`config.mk`:
```
export PLATFORM = sky130hd
export DESIGN_NAME = egcr_regs
export DESIGN_NICKNAME = d
export VERILOG_FILES = /design/src/hdl/egcr_pkg.sv /design/src/hdl/egcr_cfg_if.sv /design/src/hdl/egcr_route_dec.sv /design/src/hdl/egcr_regs.sv
export SDC_FILE = /design/constraint.sdc
export NUM_CORES = 1
export LEC_CHECK = 0
export ABC_AREA = 0
export BUFFER_PORTS_ARGS = -buffer_cell sky130_fd_sc_hd__buf_4
export CAP_MARGIN = 40
export CORE_MARGIN = 2
export CORE_UTILIZATION = 50
export DETAILED_ROUTE_END_ITERATION = 7
export HOLD_SLACK_MARGIN = 0.15
export PLACE_DENSITY = 0.91
export SLEW_MARGIN = 5
export SYNTH_ARGS = -nofsm -noshare
export SYNTH_HDL_FRONTEND = slang
export SYNTH_SLANG_ARGS = --single-unit
```
`constraint.sdc`:
```
create_clock -name clock -period 5.1 [get_ports clock]
set_clock_uncertainty 0.2 [all_clocks]
set_input_delay 0.255 -clock clock [delete_from_list [all_inputs] [get_ports clock]]
set_output_delay 0.255 -clock clock [all_outputs]
set_load 0.05 [all_outputs]
```
`src/hdl/egcr_pkg.sv`:
```
// Package: register map, field layout and codes of the configuration bank
// Functional notes
// - Excitation control upper nibble reads fixed revision; writes ignored.
// - Ready-mode bit 0: shared pin carries data only; 1: also ready low.
// - Dedicated ready pin always goes low when a new result exists.
// - Three-bit magnitude code sets both sources; 101 and 111 undefined.
// - Source one route bits 7:4: inputs 0-7, outputs one/two, 11xx off.
// - Source two route bits 3:0, same encoding, resets disconnected.
// - Inputs 4-7 and excitation outputs only work on eight-input variant.
// - Pin enable bit 0 leaves port off; 1 applies it to shared pin.
// - Direction bit 0 makes pin output, 1 makes it input.
// - Output pin reads stored data; input pin write sets stored value only.
package egcr_pkg;
    localparam int unsigned CLOCK_HZ = 20_000_000;

    localparam logic [3:0] IDX_EXC_CTRL = 4'hA;
    localparam logic [3:0] IDX_ROUTE    = 4'hB;
    localparam logic [3:0] IDX_PIN_EN   = 4'hC;
    localparam logic [3:0] IDX_PIN_DIR  = 4'hD;
    localparam logic [3:0] IDX_PIN_DATA = 4'hE;
    localparam logic [3:0] IDX_STATUS   = 4'hF;

    localparam logic [7:0] RST_ROUTE    = 8'hFF;
    localparam logic [7:0] RST_PIN_EN   = 8'h00;
    localparam logic [7:0] RST_PIN_DIR  = 8'h00;
    localparam logic [7:0] RST_PIN_DATA = 8'h00;
    localparam logic [2:0] RST_MAG      = 3'h0;
    localparam logic       RST_RDY_MODE = 1'b0;

    localparam int REV_HI    = 7;
    localparam int REV_LO    = 4;
    localparam int RDY_BIT   = 3;
    localparam int MAG_HI    = 2;
    localparam int MAG_LO    = 0;
    localparam int R1_HI     = 7;
    localparam int R1_LO     = 4;
    localparam int R2_HI     = 3;
    localparam int R2_LO     = 0;
    localparam int NUM_PINS  = 8;
    localparam int NUM_AIN   = 8;

    // Magnitude codes
    localparam logic [2:0] MAG_OFF  = 3'h0;
    localparam logic [2:0] MAG_50   = 3'h1;
    localparam logic [2:0] MAG_100  = 3'h2;
    localparam logic [2:0] MAG_250  = 3'h3;
    localparam logic [2:0] MAG_750  = 3'h4;
    localparam logic [2:0] MAG_1000 = 3'h6;

    // Magnitude in microamps
    localparam logic [9:0] UA_OFF  = 10'h000;
    localparam logic [9:0] UA_50   = 10'h032;
    localparam logic [9:0] UA_100  = 10'h064;
    localparam logic [9:0] UA_250  = 10'h0FA;
    localparam logic [9:0] UA_750  = 10'h2EE;
    localparam logic [9:0] UA_1000 = 10'h3E8;

    // Route decode outputs
    localparam logic [9:0] SEL_NONE = 10'h000;
    localparam logic [9:0] SEL_OUT1 = 10'h100;
    localparam logic [9:0] SEL_OUT2 = 10'h200;
    localparam logic [7:0] LOW_AIN_MASK = 8'h0F;

    localparam logic [1:0] HTRANS_NONSEQ = 2'h2;
    localparam logic [1:0] HTRANS_SEQ    = 2'h3;
    localparam logic [2:0] HSIZE_WORD    = 3'h2;
    localparam logic [1:0] ADDR_LSB_ZERO = 2'h0;
    localparam logic [1:0] HRESP_OKAY    = 2'h0;

    typedef enum logic [1:0] {
        EGCR_IDLE = 2'b01,
        EGCR_DATA = 2'b10
    } egcr_bus_state_t;
endpackage : egcr_pkg

```
`src/hdl/egcr_cfg_if.sv`:
```
// Interface: configuration fields from the bank to the route decoder
interface egcr_cfg_if;
    logic [2:0] current_magnitude;
    logic [3:0] source_one_route;
    logic [3:0] source_two_route;
    logic       eight_input;
    logic [9:0] src_one_sel;
    logic [9:0] src_two_sel;
    logic [9:0] src_ua;

    modport bank (
        output current_magnitude,
        output source_one_route,
        output source_two_route,
        output eight_input,
        input  src_one_sel,
        input  src_two_sel,
        input  src_ua
    );
    modport dec (
        input  current_magnitude,
        input  source_one_route,
        input  source_two_route,
        input  eight_input,
        output src_one_sel,
        output src_two_sel,
        output src_ua
    );
endinterface : egcr_cfg_if

```
`src/hdl/egcr_route_dec.sv`:
```
// Decoder: current source routing and magnitude
module egcr_route_dec (
    egcr_cfg_if.dec cfg
);
    // Bits 7:0 analog inputs, 8 output one, 9 output two
    function automatic logic [9:0] route_sel(
        input logic [3:0] code,
        input logic       big
    );
        logic [9:0] sel;
        sel = egcr_pkg::SEL_NONE;
        if (code[3] == 1'b0) begin
            sel = 10'(10'h001 << code[2:0]);
        end else if (code[2] == 1'b0) begin
            sel = code[0] ? egcr_pkg::SEL_OUT2 : egcr_pkg::SEL_OUT1;
        end
        // Small variant honours only the low inputs
        if (!big) begin
            sel = {2'h0, sel[7:0] & egcr_pkg::LOW_AIN_MASK};
        end
        return sel;
    endfunction : route_sel

    assign cfg.src_one_sel = route_sel(cfg.source_one_route,
                                       cfg.eight_input);
    assign cfg.src_two_sel = route_sel(cfg.source_two_route,
                                       cfg.eight_input);

    // Undefined codes leave the sources off
    always_comb begin
        unique case (cfg.current_magnitude)
            egcr_pkg::MAG_50:   cfg.src_ua = egcr_pkg::UA_50;
            egcr_pkg::MAG_100:  cfg.src_ua = egcr_pkg::UA_100;
            egcr_pkg::MAG_250:  cfg.src_ua = egcr_pkg::UA_250;
            egcr_pkg::MAG_750:  cfg.src_ua = egcr_pkg::UA_750;
            egcr_pkg::MAG_1000: cfg.src_ua = egcr_pkg::UA_1000;
            default:            cfg.src_ua = egcr_pkg::UA_OFF;
        endcase
    end
endmodule : egcr_route_dec

```
`src/hdl/egcr_regs.sv`:
```
// Top: configuration register bank with AHB-Lite slave and pin control
//
// The AHB-Lite register port was left to the implementer.
module egcr_regs #(
    parameter logic [3:0] REVISION = 4'h5, // Arbitrary value
    parameter bit         EIGHT_INPUT = 1'b1
) (
    input  wire logic        clock,
    input  wire logic        reset,
    input  wire logic        hsel,
    input  wire logic [31:0] haddr,
    input  wire logic [1:0]  htrans,
    input  wire logic        hwrite,
    input  wire logic [2:0]  hsize,
    input  wire logic [31:0] hwdata,
    input  wire logic        hready,
    output logic      [31:0] hrdata,
    output logic             hreadyout,
    output logic             hresp,
    input  wire logic        result_ready,
    input  wire logic        continuous_read,
    input  wire logic        serial_data,
    output logic             shared_output_pin,
    output logic             conversion_ready_n,
    output logic      [2:0]  current_magnitude,
    output logic      [9:0]  source_one_sel,
    output logic      [9:0]  source_two_sel,
    output logic      [9:0]  source_current_ua,
    input  wire logic [7:0]  pin_in,
    output logic      [7:0]  pin_out,
    output logic      [7:0]  pin_oe_n,
    output logic      [7:0]  pin_sample_en
);
    logic [2:0]  mag_ff;
    logic        rdy_mode_ff;
    logic [7:0]  route_ff;
    logic [7:0]  pin_en_ff;
    logic [7:0]  pin_dir_ff;
    logic [7:0]  pin_data_ff;
    logic [7:0]  pin_meta_ff;
    logic [7:0]  pin_sync_ff;
    logic        wr_pend_ff;
    logic [3:0]  wr_idx_ff;
    logic [31:0] rdata_ff;
    logic        rdy_out_ff;
    logic        shared_ff;
    logic        result_meta_ff;
    logic        result_sync_ff;
    logic        cont_meta_ff;
    logic        cont_sync_ff;
    logic        serial_meta_ff;
    logic        serial_sync_ff;
    egcr_pkg::egcr_bus_state_t state_ff;

    egcr_cfg_if cfg ();

    egcr_route_dec u_dec (
        .cfg (cfg)
    );

    assign cfg.current_magnitude = mag_ff;
    assign cfg.source_one_route  = route_ff[egcr_pkg::R1_HI:egcr_pkg::R1_LO];
    assign cfg.source_two_route  = route_ff[egcr_pkg::R2_HI:egcr_pkg::R2_LO];
    assign cfg.eight_input       = EIGHT_INPUT;

    // Bus decode
    wire        addr_ok   = haddr[1:0] == egcr_pkg::ADDR_LSB_ZERO
                            && haddr[31:6] == 26'h0;
    wire        bus_req   = hsel && hready && htrans[1];
    wire [3:0]  req_idx   = haddr[5:2];
    wire        wr_take   = bus_req && hwrite && addr_ok;
    wire        rd_take   = bus_req && !hwrite;
    wire [7:0]  wb        = hwdata[7:0];

    wire wr_exc  = wr_pend_ff && wr_idx_ff == egcr_pkg::IDX_EXC_CTRL;
    wire wr_rte  = wr_pend_ff && wr_idx_ff == egcr_pkg::IDX_ROUTE;
    wire wr_en   = wr_pend_ff && wr_idx_ff == egcr_pkg::IDX_PIN_EN;
    wire wr_dir  = wr_pend_ff && wr_idx_ff == egcr_pkg::IDX_PIN_DIR;
    wire wr_dat  = wr_pend_ff && wr_idx_ff == egcr_pkg::IDX_PIN_DATA;

    // Revision nibble is not writable storage
    wire [7:0] exc_rd = {REVISION, rdy_mode_ff, mag_ff};

    // Output and disabled pins read back the stored bit, enabled inputs the synced pin
    wire [7:0] pin_active = pin_en_ff;
    wire [7:0] data_rd = (pin_dir_ff & pin_active & pin_sync_ff)
                         | (~(pin_dir_ff & pin_active) & pin_data_ff);

    // Status: synced ready and continuous read levels
    wire [7:0] status_rd = {6'h00, cont_sync_ff, result_sync_ff};

    logic [7:0] rd_mux;
    always_comb begin
        rd_mux = 8'h00;
        if (addr_ok) begin
            unique case (req_idx)
                egcr_pkg::IDX_EXC_CTRL: rd_mux = exc_rd;
                egcr_pkg::IDX_ROUTE:    rd_mux = route_ff;
                egcr_pkg::IDX_PIN_EN:   rd_mux = pin_en_ff;
                egcr_pkg::IDX_PIN_DIR:  rd_mux = pin_dir_ff;
                egcr_pkg::IDX_PIN_DATA: rd_mux = data_rd;
                egcr_pkg::IDX_STATUS:   rd_mux = status_rd;
                default:                rd_mux = 8'h00;
            endcase
        end
    end

    wire [7:0] nxt_pin_data = wr_dat ? wb : pin_data_ff;

    // Bus state
    always_ff @(posedge clock) begin
        if (reset) begin
            state_ff   <= egcr_pkg::EGCR_IDLE;
            wr_pend_ff <= 1'b0;
            wr_idx_ff  <= 4'h0;
            rdata_ff   <= 32'h0;
        end else begin
            state_ff   <= bus_req ? egcr_pkg::EGCR_DATA
                                  : egcr_pkg::EGCR_IDLE;
            wr_pend_ff <= wr_take;
            wr_idx_ff  <= req_idx;
            rdata_ff   <= rd_take ? {24'h0, rd_mux} : rdata_ff;
        end
    end

    // Configuration registers
    always_ff @(posedge clock) begin
        if (reset) begin
            mag_ff      <= egcr_pkg::RST_MAG;
            rdy_mode_ff <= egcr_pkg::RST_RDY_MODE;
            route_ff    <= egcr_pkg::RST_ROUTE;
            pin_en_ff   <= egcr_pkg::RST_PIN_EN;
            pin_dir_ff  <= egcr_pkg::RST_PIN_DIR;
            pin_data_ff <= egcr_pkg::RST_PIN_DATA;
        end else begin
            if (wr_exc) begin
                mag_ff      <= wb[egcr_pkg::MAG_HI:egcr_pkg::MAG_LO];
                rdy_mode_ff <= wb[egcr_pkg::RDY_BIT];
            end
            if (wr_rte) begin
                route_ff <= wb;
            end
            if (wr_en) begin
                pin_en_ff <= wb;
            end
            if (wr_dir) begin
                pin_dir_ff <= wb;
            end
            pin_data_ff <= nxt_pin_data;
        end
    end

    // Two-stage synchronisers for outside levels
    always_ff @(posedge clock) begin
        if (reset) begin
            pin_meta_ff    <= 8'h00;
            pin_sync_ff    <= 8'h00;
            result_meta_ff <= 1'b0;
            result_sync_ff <= 1'b0;
            cont_meta_ff   <= 1'b0;
            cont_sync_ff   <= 1'b0;
            serial_meta_ff <= 1'b0;
            serial_sync_ff <= 1'b0;
        end else begin
            pin_meta_ff    <= pin_in & pin_active;
            pin_sync_ff    <= pin_meta_ff;
            result_meta_ff <= result_ready;
            result_sync_ff <= result_meta_ff;
            cont_meta_ff   <= continuous_read;
            cont_sync_ff   <= cont_meta_ff;
            serial_meta_ff <= serial_data;
            serial_sync_ff <= serial_meta_ff;
        end
    end

    // Ready indication; combined pin only meaningful with continuous read
    wire nxt_rdy_out = !result_sync_ff;
    wire nxt_shared  = (rdy_mode_ff && result_sync_ff)
                       ? 1'b0 : serial_sync_ff;

    always_ff @(posedge clock) begin
        if (reset) begin
            rdy_out_ff <= 1'b1;
            shared_ff  <= 1'b0;
        end else begin
            rdy_out_ff <= nxt_rdy_out;
            shared_ff  <= nxt_shared;
        end
    end

    assign hrdata             = rdata_ff;
    assign hreadyout          = 1'b1;
    assign hresp              = 1'b0;
    assign shared_output_pin  = shared_ff;
    assign conversion_ready_n = rdy_out_ff;
    assign current_magnitude  = mag_ff;
    assign source_one_sel     = cfg.src_one_sel;
    assign source_two_sel     = cfg.src_two_sel;
    assign source_current_ua  = cfg.src_ua;
    // Drive only enabled output pins; disabled ones float for analog use
    assign pin_out       = pin_data_ff & pin_active & ~pin_dir_ff;
    assign pin_oe_n      = ~(pin_active & ~pin_dir_ff);
    assign pin_sample_en = pin_active & pin_dir_ff;
endmodule : egcr_regs

```
==> flow_summary_export.csv, run 1 <==
group,metric,value,unit
worst_setup_path,critPathMaxFanout,12,
placed_design,port-buffer-count,122,
synth,synth.yosys.seq_area_share,40.5,%
synth,synth_enable_flop_cells,0,
global_route,first_global_vias,3292,
drt,route.vias.total,3457,
global_route,grt_start_max_net_pins,74,
clock_network,worst_skew_pair.late_latency,0.36,ns
flow_run,max_cap_violations,0,
timing,setup_violations,0,
worst_setup_path,worstReg2RegStart,"wr_idx_ff[2]$_SDFF_PP0_",
worst_setup_path,critPathCaptureType,"flop",
die,core_area,0.00687,sq mm
drt,drt-pass1-iter-count,5,
worst_setup_path,worst-r2r-setup-slack,3.10,ns
worst_setup_path,crit_required,5.18,ns
drt,routedWlPerCell,16.4,um
die,rows,30,
die,design.portCount,178,
synth,syn_area,0.00361,sq mm
die,die_h,88.9,um
die,starting_density_of_the_core,52.5,%
clock_network,cts_buffer_depth,2,
clock_network,htree_levels,3,
drt,detail_route.wirelength,10.5,mm
power_and_ir_drop,powerDensity,239,mW/mm^2
timing,maxClockFrequency,388,MHz
timing,unrepaired_setup_endpoints_after_global_routing,"false",
timing,final_max_slew_viol_count,0,
clock_network,cts.reportedPaths.clkPinSlew,0.08,ns
placed_design,detailed_place.area,0.00445,sq mm
run_status,outcome,"complete, no violations",
clock_network,postCtsResizedCells,0,
synth,synthArstFlopShare,0,%
drt,routed_via_density,5.38,
synth,ys_ff_latch,73,
global_route,grt_antenna_before_repair,0,
finish,design.final.nets,626,
finish,layout-drive-gt1-share,27.7,%
worst_setup_path,r2r.worst_path.cells,5,
finish,area_growth,35.9,%
synth,netlist-cell-type-count,48,
clock_network,clk_root_buffer_cell,"sky130_fd_sc_hd__clkbuf_8",
worst_setup_path,setup.worst_path.start,"hwrite",
drt,postRouteAntennaNets,0,
synth,average_size_of_a_mapped_cell,8.84,sq um
min_path,worst_hold_path_class,"input pin to flop",
placed_design,place_congestion,0.893,
power_and_ir_drop,power.ir.vdd_worst,0.205,mV
timing,hold_viol,0,
timing,final_min_period_over_clock_period,50.6,%
worst_setup_path,critical_path_arrival,2.66,ns
drt,drc,0,
finish,diodes,0,
power_and_ir_drop,leakage,0.00204,uW
synth,syn_inst,408,
global_route,grt_first_pass_wirelength,15.9,mm
die,die-area,0.00791,sq mm
drt,drt-initial-drc-count,336,
worst_setup_path,worstSetupPathType,"input pin to flop",
clock_network,cts_tree,"yes",
finish,fin_area,0.00490,sq mm
global_route,grt_util_all_layers,26.4,%
synth,ys.flop_type,"sky130_fd_sc_hd__dfxtp_1",
timing,slew-limit-headroom,49.4,%
worst_setup_path,start_kind,"input pin",
placed_design,post-dp-hpwl,7.25,mm
synth,yosys_warnings,0,
clock_network,tritoncts.num_buffers,9,
worst_setup_path,crit_path_end,"hrdata[7]$_SDFFE_PP0P_",
clock_network,clkSinkCount,73,
timing,hold_ws,0.183,ns
timing,finalCriticalPeriod,2.58,ns
timing,fin_setup_tns,0,ns
die,fp.dieW,88.9,um
global_route,grt.overflow.total,0,
worst_setup_path,regToRegEndpoint,"pin_data_ff[0]$_SDFFE_PP0P_",
timing,slew_of_the_pin_with_the_lowest_slew_margin,0.758,ns
[critical path: stages]
cell and delay [ns]:
sky130_fd_sc_hd__dlygate4sd3_1 0.54, sky130_fd_sc_hd__buf_4 0.13, sky130_fd_sc_hd__nand4b_1 0.56, sky130_fd_sc_hd__nor2_1 0.31
sky130_fd_sc_hd__or4b_4 0.57, sky130_fd_sc_hd__a221oi_2 0.28
[how the worst min path moves through the flow]
stage                               from                            end  cells past startpoint
2_1_floorplan                  hwdata[4]       route_ff[4]$_SDFFE_PP1P_                      1
3_3_place_gp   result_sync_ff$_SDFF_PP0_  conversion_ready_n$_SDFF_PP1_                      1
3_5_place_dp   pin_meta_ff[2]$_SDFF_PP0_      pin_sync_ff[2]$_SDFF_PP0_                      1
4_1_cts                        haddr[28]         hrdata[5]$_SDFFE_PP0P_                      4
5_1_grt                        haddr[28]         hrdata[3]$_SDFFE_PP0P_                      4
6_report                       haddr[28]         hrdata[3]$_SDFFE_PP0P_                      4
[Yosys cell counts, types with 2 or more instances]
cell type	instances	area share [%]
sky130_fd_sc_hd__a32o_1	4	1.1
sky130_fd_sc_hd__a211oi_1	4	0.83
sky130_fd_sc_hd__nor2b_1	30	5.2
sky130_fd_sc_hd__and2_1	9	1.6
sky130_fd_sc_hd__a221oi_1	3	0.73
sky130_fd_sc_hd__o21ai_0	6	0.83
sky130_fd_sc_hd__a221oi_2	4	1.7
sky130_fd_sc_hd__nand3_1	4	0.56
sky130_fd_sc_hd__nand4b_1	2	0.49
sky130_fd_sc_hd__nor2_1	53	5.5
sky130_fd_sc_hd__nand2_1	23	2.4
sky130_fd_sc_hd__nor3_1	10	1.4
sky130_fd_sc_hd__o21a_1	4	0.83
sky130_fd_sc_hd__and3b_1	4	0.97
sky130_fd_sc_hd__buf_1	4	0.42
sky130_fd_sc_hd__mux2i_1	32	8.9
sky130_fd_sc_hd__nor4_1	9	1.6
sky130_fd_sc_hd__buf_4	28	5.8
sky130_fd_sc_hd__o22a_1	2	0.49
sky130_fd_sc_hd__a22oi_1	6	1.2
sky130_fd_sc_hd__nand2b_1	17	2.9
sky130_fd_sc_hd__nor4bb_1	5	1.4
sky130_fd_sc_hd__inv_1	11	1.1
sky130_fd_sc_hd__clkbuf_1	19	2.0
sky130_fd_sc_hd__nand4_1	2	0.35
sky130_fd_sc_hd__nor3b_1	5	1.0
sky130_fd_sc_hd__conb_1	2	0.21
sky130_fd_sc_hd__a2bb2oi_1	2	0.49
sky130_fd_sc_hd__dfxtp_1	73	41
sky130_fd_sc_hd__a211o_1	10	2.4
sky130_fd_sc_hd__and3_1	4	0.69
[layer usage]
metal  vias to the layer above  wire length (um)  global-route usage (%)
met5                         -                 0                       0
met4                         0               265                    11.3
met3                        31               863                    5.54
met2                       186              5330                    47.0
met1                      1621              4050                    30.4
li1                       1619                 -                       -
[cells by family after synthesis]
logic type                count (synthesis)  share of synthesized area [%]
and+or+nand+nor                         184                           28.2
xor gates and xnor gates                  1                          0.243
muxes                                    33                           9.20
buffers and inverters                    64                           9.82
DFF                                      73                           40.5
other                                     2                          0.208
AOI/OAI and AO/OA                        51                           11.8
[layout make-up]
cell class	count	area (sq um)
clock inverter	7	77.6
tap	96	120
sequential	73	1460
multi-input combinational	296	1880
fill	531	1970
clock buffer	9	124
inverter	11	41.3
timing repair buffer	150	1190
[sequential cells by signal (all words and copies together), names as in the netlist, 3 cells and up]
register           flops
route_ff               8
pin_data_ff            8
pin_meta_ff            8
pin_active             8
pin_sync_ff            8
pin_dir_ff             8
current_magnitude      3
hrdata                 8
wr_idx_ff              4
[where the power goes]
part           internal [uW]  switching [uW]  total [uW]
combinational           50.8            84.2         135
clock                    229             232         461
sequential               574            2.82         577
[stage by stage]
stage | instances | util, % | total power, uW | setup slack [ns]
floorplan | 433 | - | 678 | 2.65
global placement | 600 | 64.6 | 705 | 2.84
detailed placement | 601 | 64.8 | 707 | 2.72
CTS | 642 | 71.3 | 1170 | 2.54
global route | 642 | 71.3 | 1210 | 2.39
finish | 642 | 71.3 | 1170 | 2.52
[cells in the final DEF (no fill, tap or decap), types with 2 or more instances in the layout]
cell type and n:
sky130_fd_sc_hd__buf_4 124, sky130_fd_sc_hd__dfxtp_1 73, sky130_fd_sc_hd__nor2_1 53, sky130_fd_sc_hd__mux2i_1 32, sky130_fd_sc_hd__nor2b_1 30, sky130_fd_sc_hd__conb_1 27, sky130_fd_sc_hd__dlygate4sd3_1 25, sky130_fd_sc_hd__nand2_1 23
sky130_fd_sc_hd__nand2b_1 17, sky130_fd_sc_hd__inv_1 11, sky130_fd_sc_hd__nor3_1 10, sky130_fd_sc_hd__a211o_1 10, sky130_fd_sc_hd__nor4_1 9, sky130_fd_sc_hd__and2_1 9, sky130_fd_sc_hd__clkbuf_8 9, sky130_fd_sc_hd__o21ai_0 6
sky130_fd_sc_hd__a22oi_1 6, sky130_fd_sc_hd__nor3b_1 5, sky130_fd_sc_hd__nor4bb_1 5, sky130_fd_sc_hd__and3b_1 4, sky130_fd_sc_hd__nand3_1 4, sky130_fd_sc_hd__and3_1 4, sky130_fd_sc_hd__a211oi_1 4, sky130_fd_sc_hd__o21a_1 4
sky130_fd_sc_hd__a221oi_2 4, sky130_fd_sc_hd__a32o_1 4, sky130_fd_sc_hd__clkinvlp_4 4, sky130_fd_sc_hd__a221oi_1 3, sky130_fd_sc_hd__nand4_1 2, sky130_fd_sc_hd__nand4b_1 2, sky130_fd_sc_hd__a2bb2oi_1 2, sky130_fd_sc_hd__o22a_1 2
sky130_fd_sc_hd__inv_6 2
[repair_timing]
action | in CTS | in global routing
setup buffers | 0 | 0
setup endpoints to repair | 0 | 0
hold endpoints to repair | 52 | 0
hold buffers | 25 | 0
No activity file was read; power rests on OpenSTA's default activity.
==> run 2, diff against run 1 <==
--- a/config.mk
+++ b/config.mk
@@ -9,10 +9,10 @@
 export BUFFER_PORTS_ARGS = -buffer_cell sky130_fd_sc_hd__buf_4
 export CAP_MARGIN = 40
 export CORE_MARGIN = 2
-export CORE_UTILIZATION = 50
+export CORE_UTILIZATION = 46
 export DETAILED_ROUTE_END_ITERATION = 7
 export HOLD_SLACK_MARGIN = 0.15
-export PLACE_DENSITY = 0.91
+export PLACE_DENSITY = 0.85
 export SLEW_MARGIN = 5
 export SYNTH_ARGS = -nofsm -noshare
 export SYNTH_HDL_FRONTEND = slang
==> constraint.sdc (replaced) <==
create_clock -name clock -period 2.6 [get_ports clock]
set_clock_uncertainty 0.2 [all_clocks]
set_input_delay 0.13 -clock clock [delete_from_list [all_inputs] [get_ports clock]]
set_output_delay 0.13 -clock clock [all_outputs]
set_load 0.05 [all_outputs]
==> flow_summary_export.csv, run 2 (same netlist as run 1, synthesis figures left out) <==
group,metric,value,unit
run_status,outcome,"complete, no violations",
worst_setup_path,critPathMaxFanout,5,
power_and_ir_drop,leakage,0.00216,uW
die,die-area,0.00856,sq mm
die,design.portCount,178,
worst_setup_path,start_kind,"input pin",
clock_network,clk_root_buffer_cell,"sky130_fd_sc_hd__clkbuf_8",
clock_network,htree_levels,3,
die,fp.dieW,92.5,um
timing,final_min_period_over_clock_period,98.5,%
power_and_ir_drop,logic_pwr_share,11.7,%
drt,routed_via_density,5.24,
power_and_ir_drop,power.total,2330,uW
drt,route.vias.total,3497,
finish,ff_latch_area,0.00146,sq mm
placed_design,instance_count_after_placement_with_tap_cells_included,609,
die,starting_density_of_the_core,47.2,%
placed_design,port-buffer-count,122,
global_route,grt.overflow.total,0,
global_route,grt_util_all_layers,22.6,%
clock_network,clkSinkCount,73,
timing,slew_of_the_pin_with_the_lowest_slew_margin,0.740,ns
worst_setup_path,critical_path.slowest_cell,"sky130_fd_sc_hd__dlygate4sd3_1",
die,die_h,92.5,um
drt,drt-initial-drc-count,241,
timing,final_max_slew_viol_count,0,
finish,area_growth,41.7,%
finish,leading_cell_types_in_the_layout_fill_and_taps_excluded,"130 x sky130_fd_sc_hd__buf_4, 73 x sky130_fd_sc_hd__dfxtp_1, 53 x sky130_fd_sc_hd__nor2_1, 39 x sky130_fd_sc_hd__dlygate4sd3_1, 32 x sky130_fd_sc_hd__mux2i_1",
placed_design,place_congestion,0.801,
global_route,first_global_vias,3142,
power_and_ir_drop,sw_frac_of_total,25.7,%
timing,maxClockFrequency,390,MHz
finish,design.final.nets,646,
finish,layout-drive-gt1-share,27.9,%
placed_design,post-dp-hpwl,6.98,mm
finish,layout.cells.most_common,"sky130_fd_sc_hd__buf_4",
drt,postRouteAntennaNets,0,
clock_network,tritoncts.num_buffers,9,
worst_setup_path,timing.critical_path.slowest_cell_delay,0.59,ns
timing,hold_viol,0,
power_and_ir_drop,internal_power,1730,uW
clock_network,cts_buffer_depth,2,
min_path,worst_hold_path_class,"input pin to flop",
power_and_ir_drop,power.sequential.fraction,48.5,%
worst_setup_path,worstSetupPathType,"input pin to flop",
finish,stdcell_count,668,
die,core_area,0.00765,sq mm
finish,fillerInstances,603,
global_route,grt_start_max_net_pins,48,
finish,multi_input_comb_area,0.00189,sq mm
drt,drt-pass1-iter-count,4,
power_and_ir_drop,clockPowerShare,39.8,%
drt,routedWlPerCell,14.8,um
worst_setup_path,critical_path.cell_chain,"dlygate4sd3_1, buf_4, or4_4, or4b_4, a211oi_1, dlygate4sd3_1",
clock_network,worst_skew_pair.late_latency,0.35,ns
worst_setup_path,crit_required,2.69,ns
timing,setup_violations,0,
worst_setup_path,critPathCaptureType,"flop",
timing,finalCriticalPeriod,2.56,ns
die,rows,32,
clock_network,cts.reportedPaths.clkPinSlew,0.07,ns
timing,slew-limit-headroom,50.0,%
worst_setup_path,critical_path_arrival,2.65,ns
clock_network,cts_tree,"yes",
placed_design,dp_slack,0.592,ns
finish,diodes,0,
worst_setup_path,critical-path-top-cell-by-count,"sky130_fd_sc_hd__dlygate4sd3_1",
drt,detail_route.wirelength,9.89,mm
timing,unrepaired_setup_endpoints_after_global_routing,"true",
global_route,grt_antenna_before_repair,0,
timing,post-route-worst-setup-slack,0.0383,ns
global_route,grt_first_pass_wirelength,15.3,mm
flow_run,max_cap_violations,0,
power_and_ir_drop,powerDensity,456,mW/mm^2
drt,drc,0,
power_and_ir_drop,power.ir.vdd_worst,0.294,mV
power_and_ir_drop,p_sw,598,uW
[run 2: cell count changes in the layout (fill, tap and decap cells not counted), sizes merged]
cell / delta
dlygate4sd3: +14
buf: +6
clkbuf: +2
clkinvlp: -2
clkinv: +1
inv: -1
[run 2: metrics by stage]
step	TNS [ns]	hold slack [ns]	util (%)	instance area, sq um
after global placement	0	0.143	58.4	4470
after global routing	-0.0356	0.164	66.8	5110
after floorplan	0	0.0479	-	3700
after CTS	0	0.0798	66.5	5080
final	0	0.140	66.8	5110
after detailed placement	0	0.151	58.4	4470
[run 2: what timing repair did]
item	in CTS	in global routing
endpoints found under the setup margin	0	4
hold endpoints to repair	65	0
hold buffers	40	0
gates resized for setup	0	2
buffers inserted	0	4
[run 2: path summary, 6_finish.rpt]
| kind | startpoint | end | slack (ns) | cells after the start |
|---|---|---|---|---|
| setup / recovery | haddr[29] | hrdata[1]$_SDFFE_PP0P_ | 0.04 | 6 |
| hold / removal | haddr[22] | hrdata[2]$_SDFFE_PP0P_ | 0.14 | 6 |
| setup reg to reg | current_magnitude[1]$_SDFFE_PP0P_ | hrdata[1]$_SDFFE_PP0P_ | 0.50 | 5 |
| hold reg to reg | result_sync_ff$_SDFF_PP0_ | conversion_ready_n$_SDFF_PP1_ | 0.23 | 1 |
[run 2: layer usage]
layer	part of all wire, %	vias up	wire (um)	global-route usage [%]
li1	-	1670	-	-
met3	7.6	25	756	5.21
met5	0	-	0	0
met1	40	1644	3950	27.3
met2	50	158	4930	38.6
met4	2.5	0	246	9.08
[run 2: power groups by stage]
stage	clock, uW	sequential, uW	combinational [uW]
6_report	927	1130	273
5_1_grt	984	1130	288
4_1_cts	934	1130	271
3_5_place_dp	0	1160	234
3_3_place_gp	0	1160	232
2_1_floorplan	0	1160	172
[run 2: worst max-delay path, delay by kind of cell]
family	cells	cell delay, ns
AOI/OAI and AO/OA	1	0.23
buffers and inverters	3	1.26
and+or+nand+nor	2	1.03
[run 2: area by class of cell]
cell class,instances,share of cell area [%]
timing repair buffer,170,27.0
multi-input combinational,296,36.9
clock inverter,5,1.22
tap,102,2.50
clock buffer,11,2.96
sequential,73,28.6
inverter,11,0.808
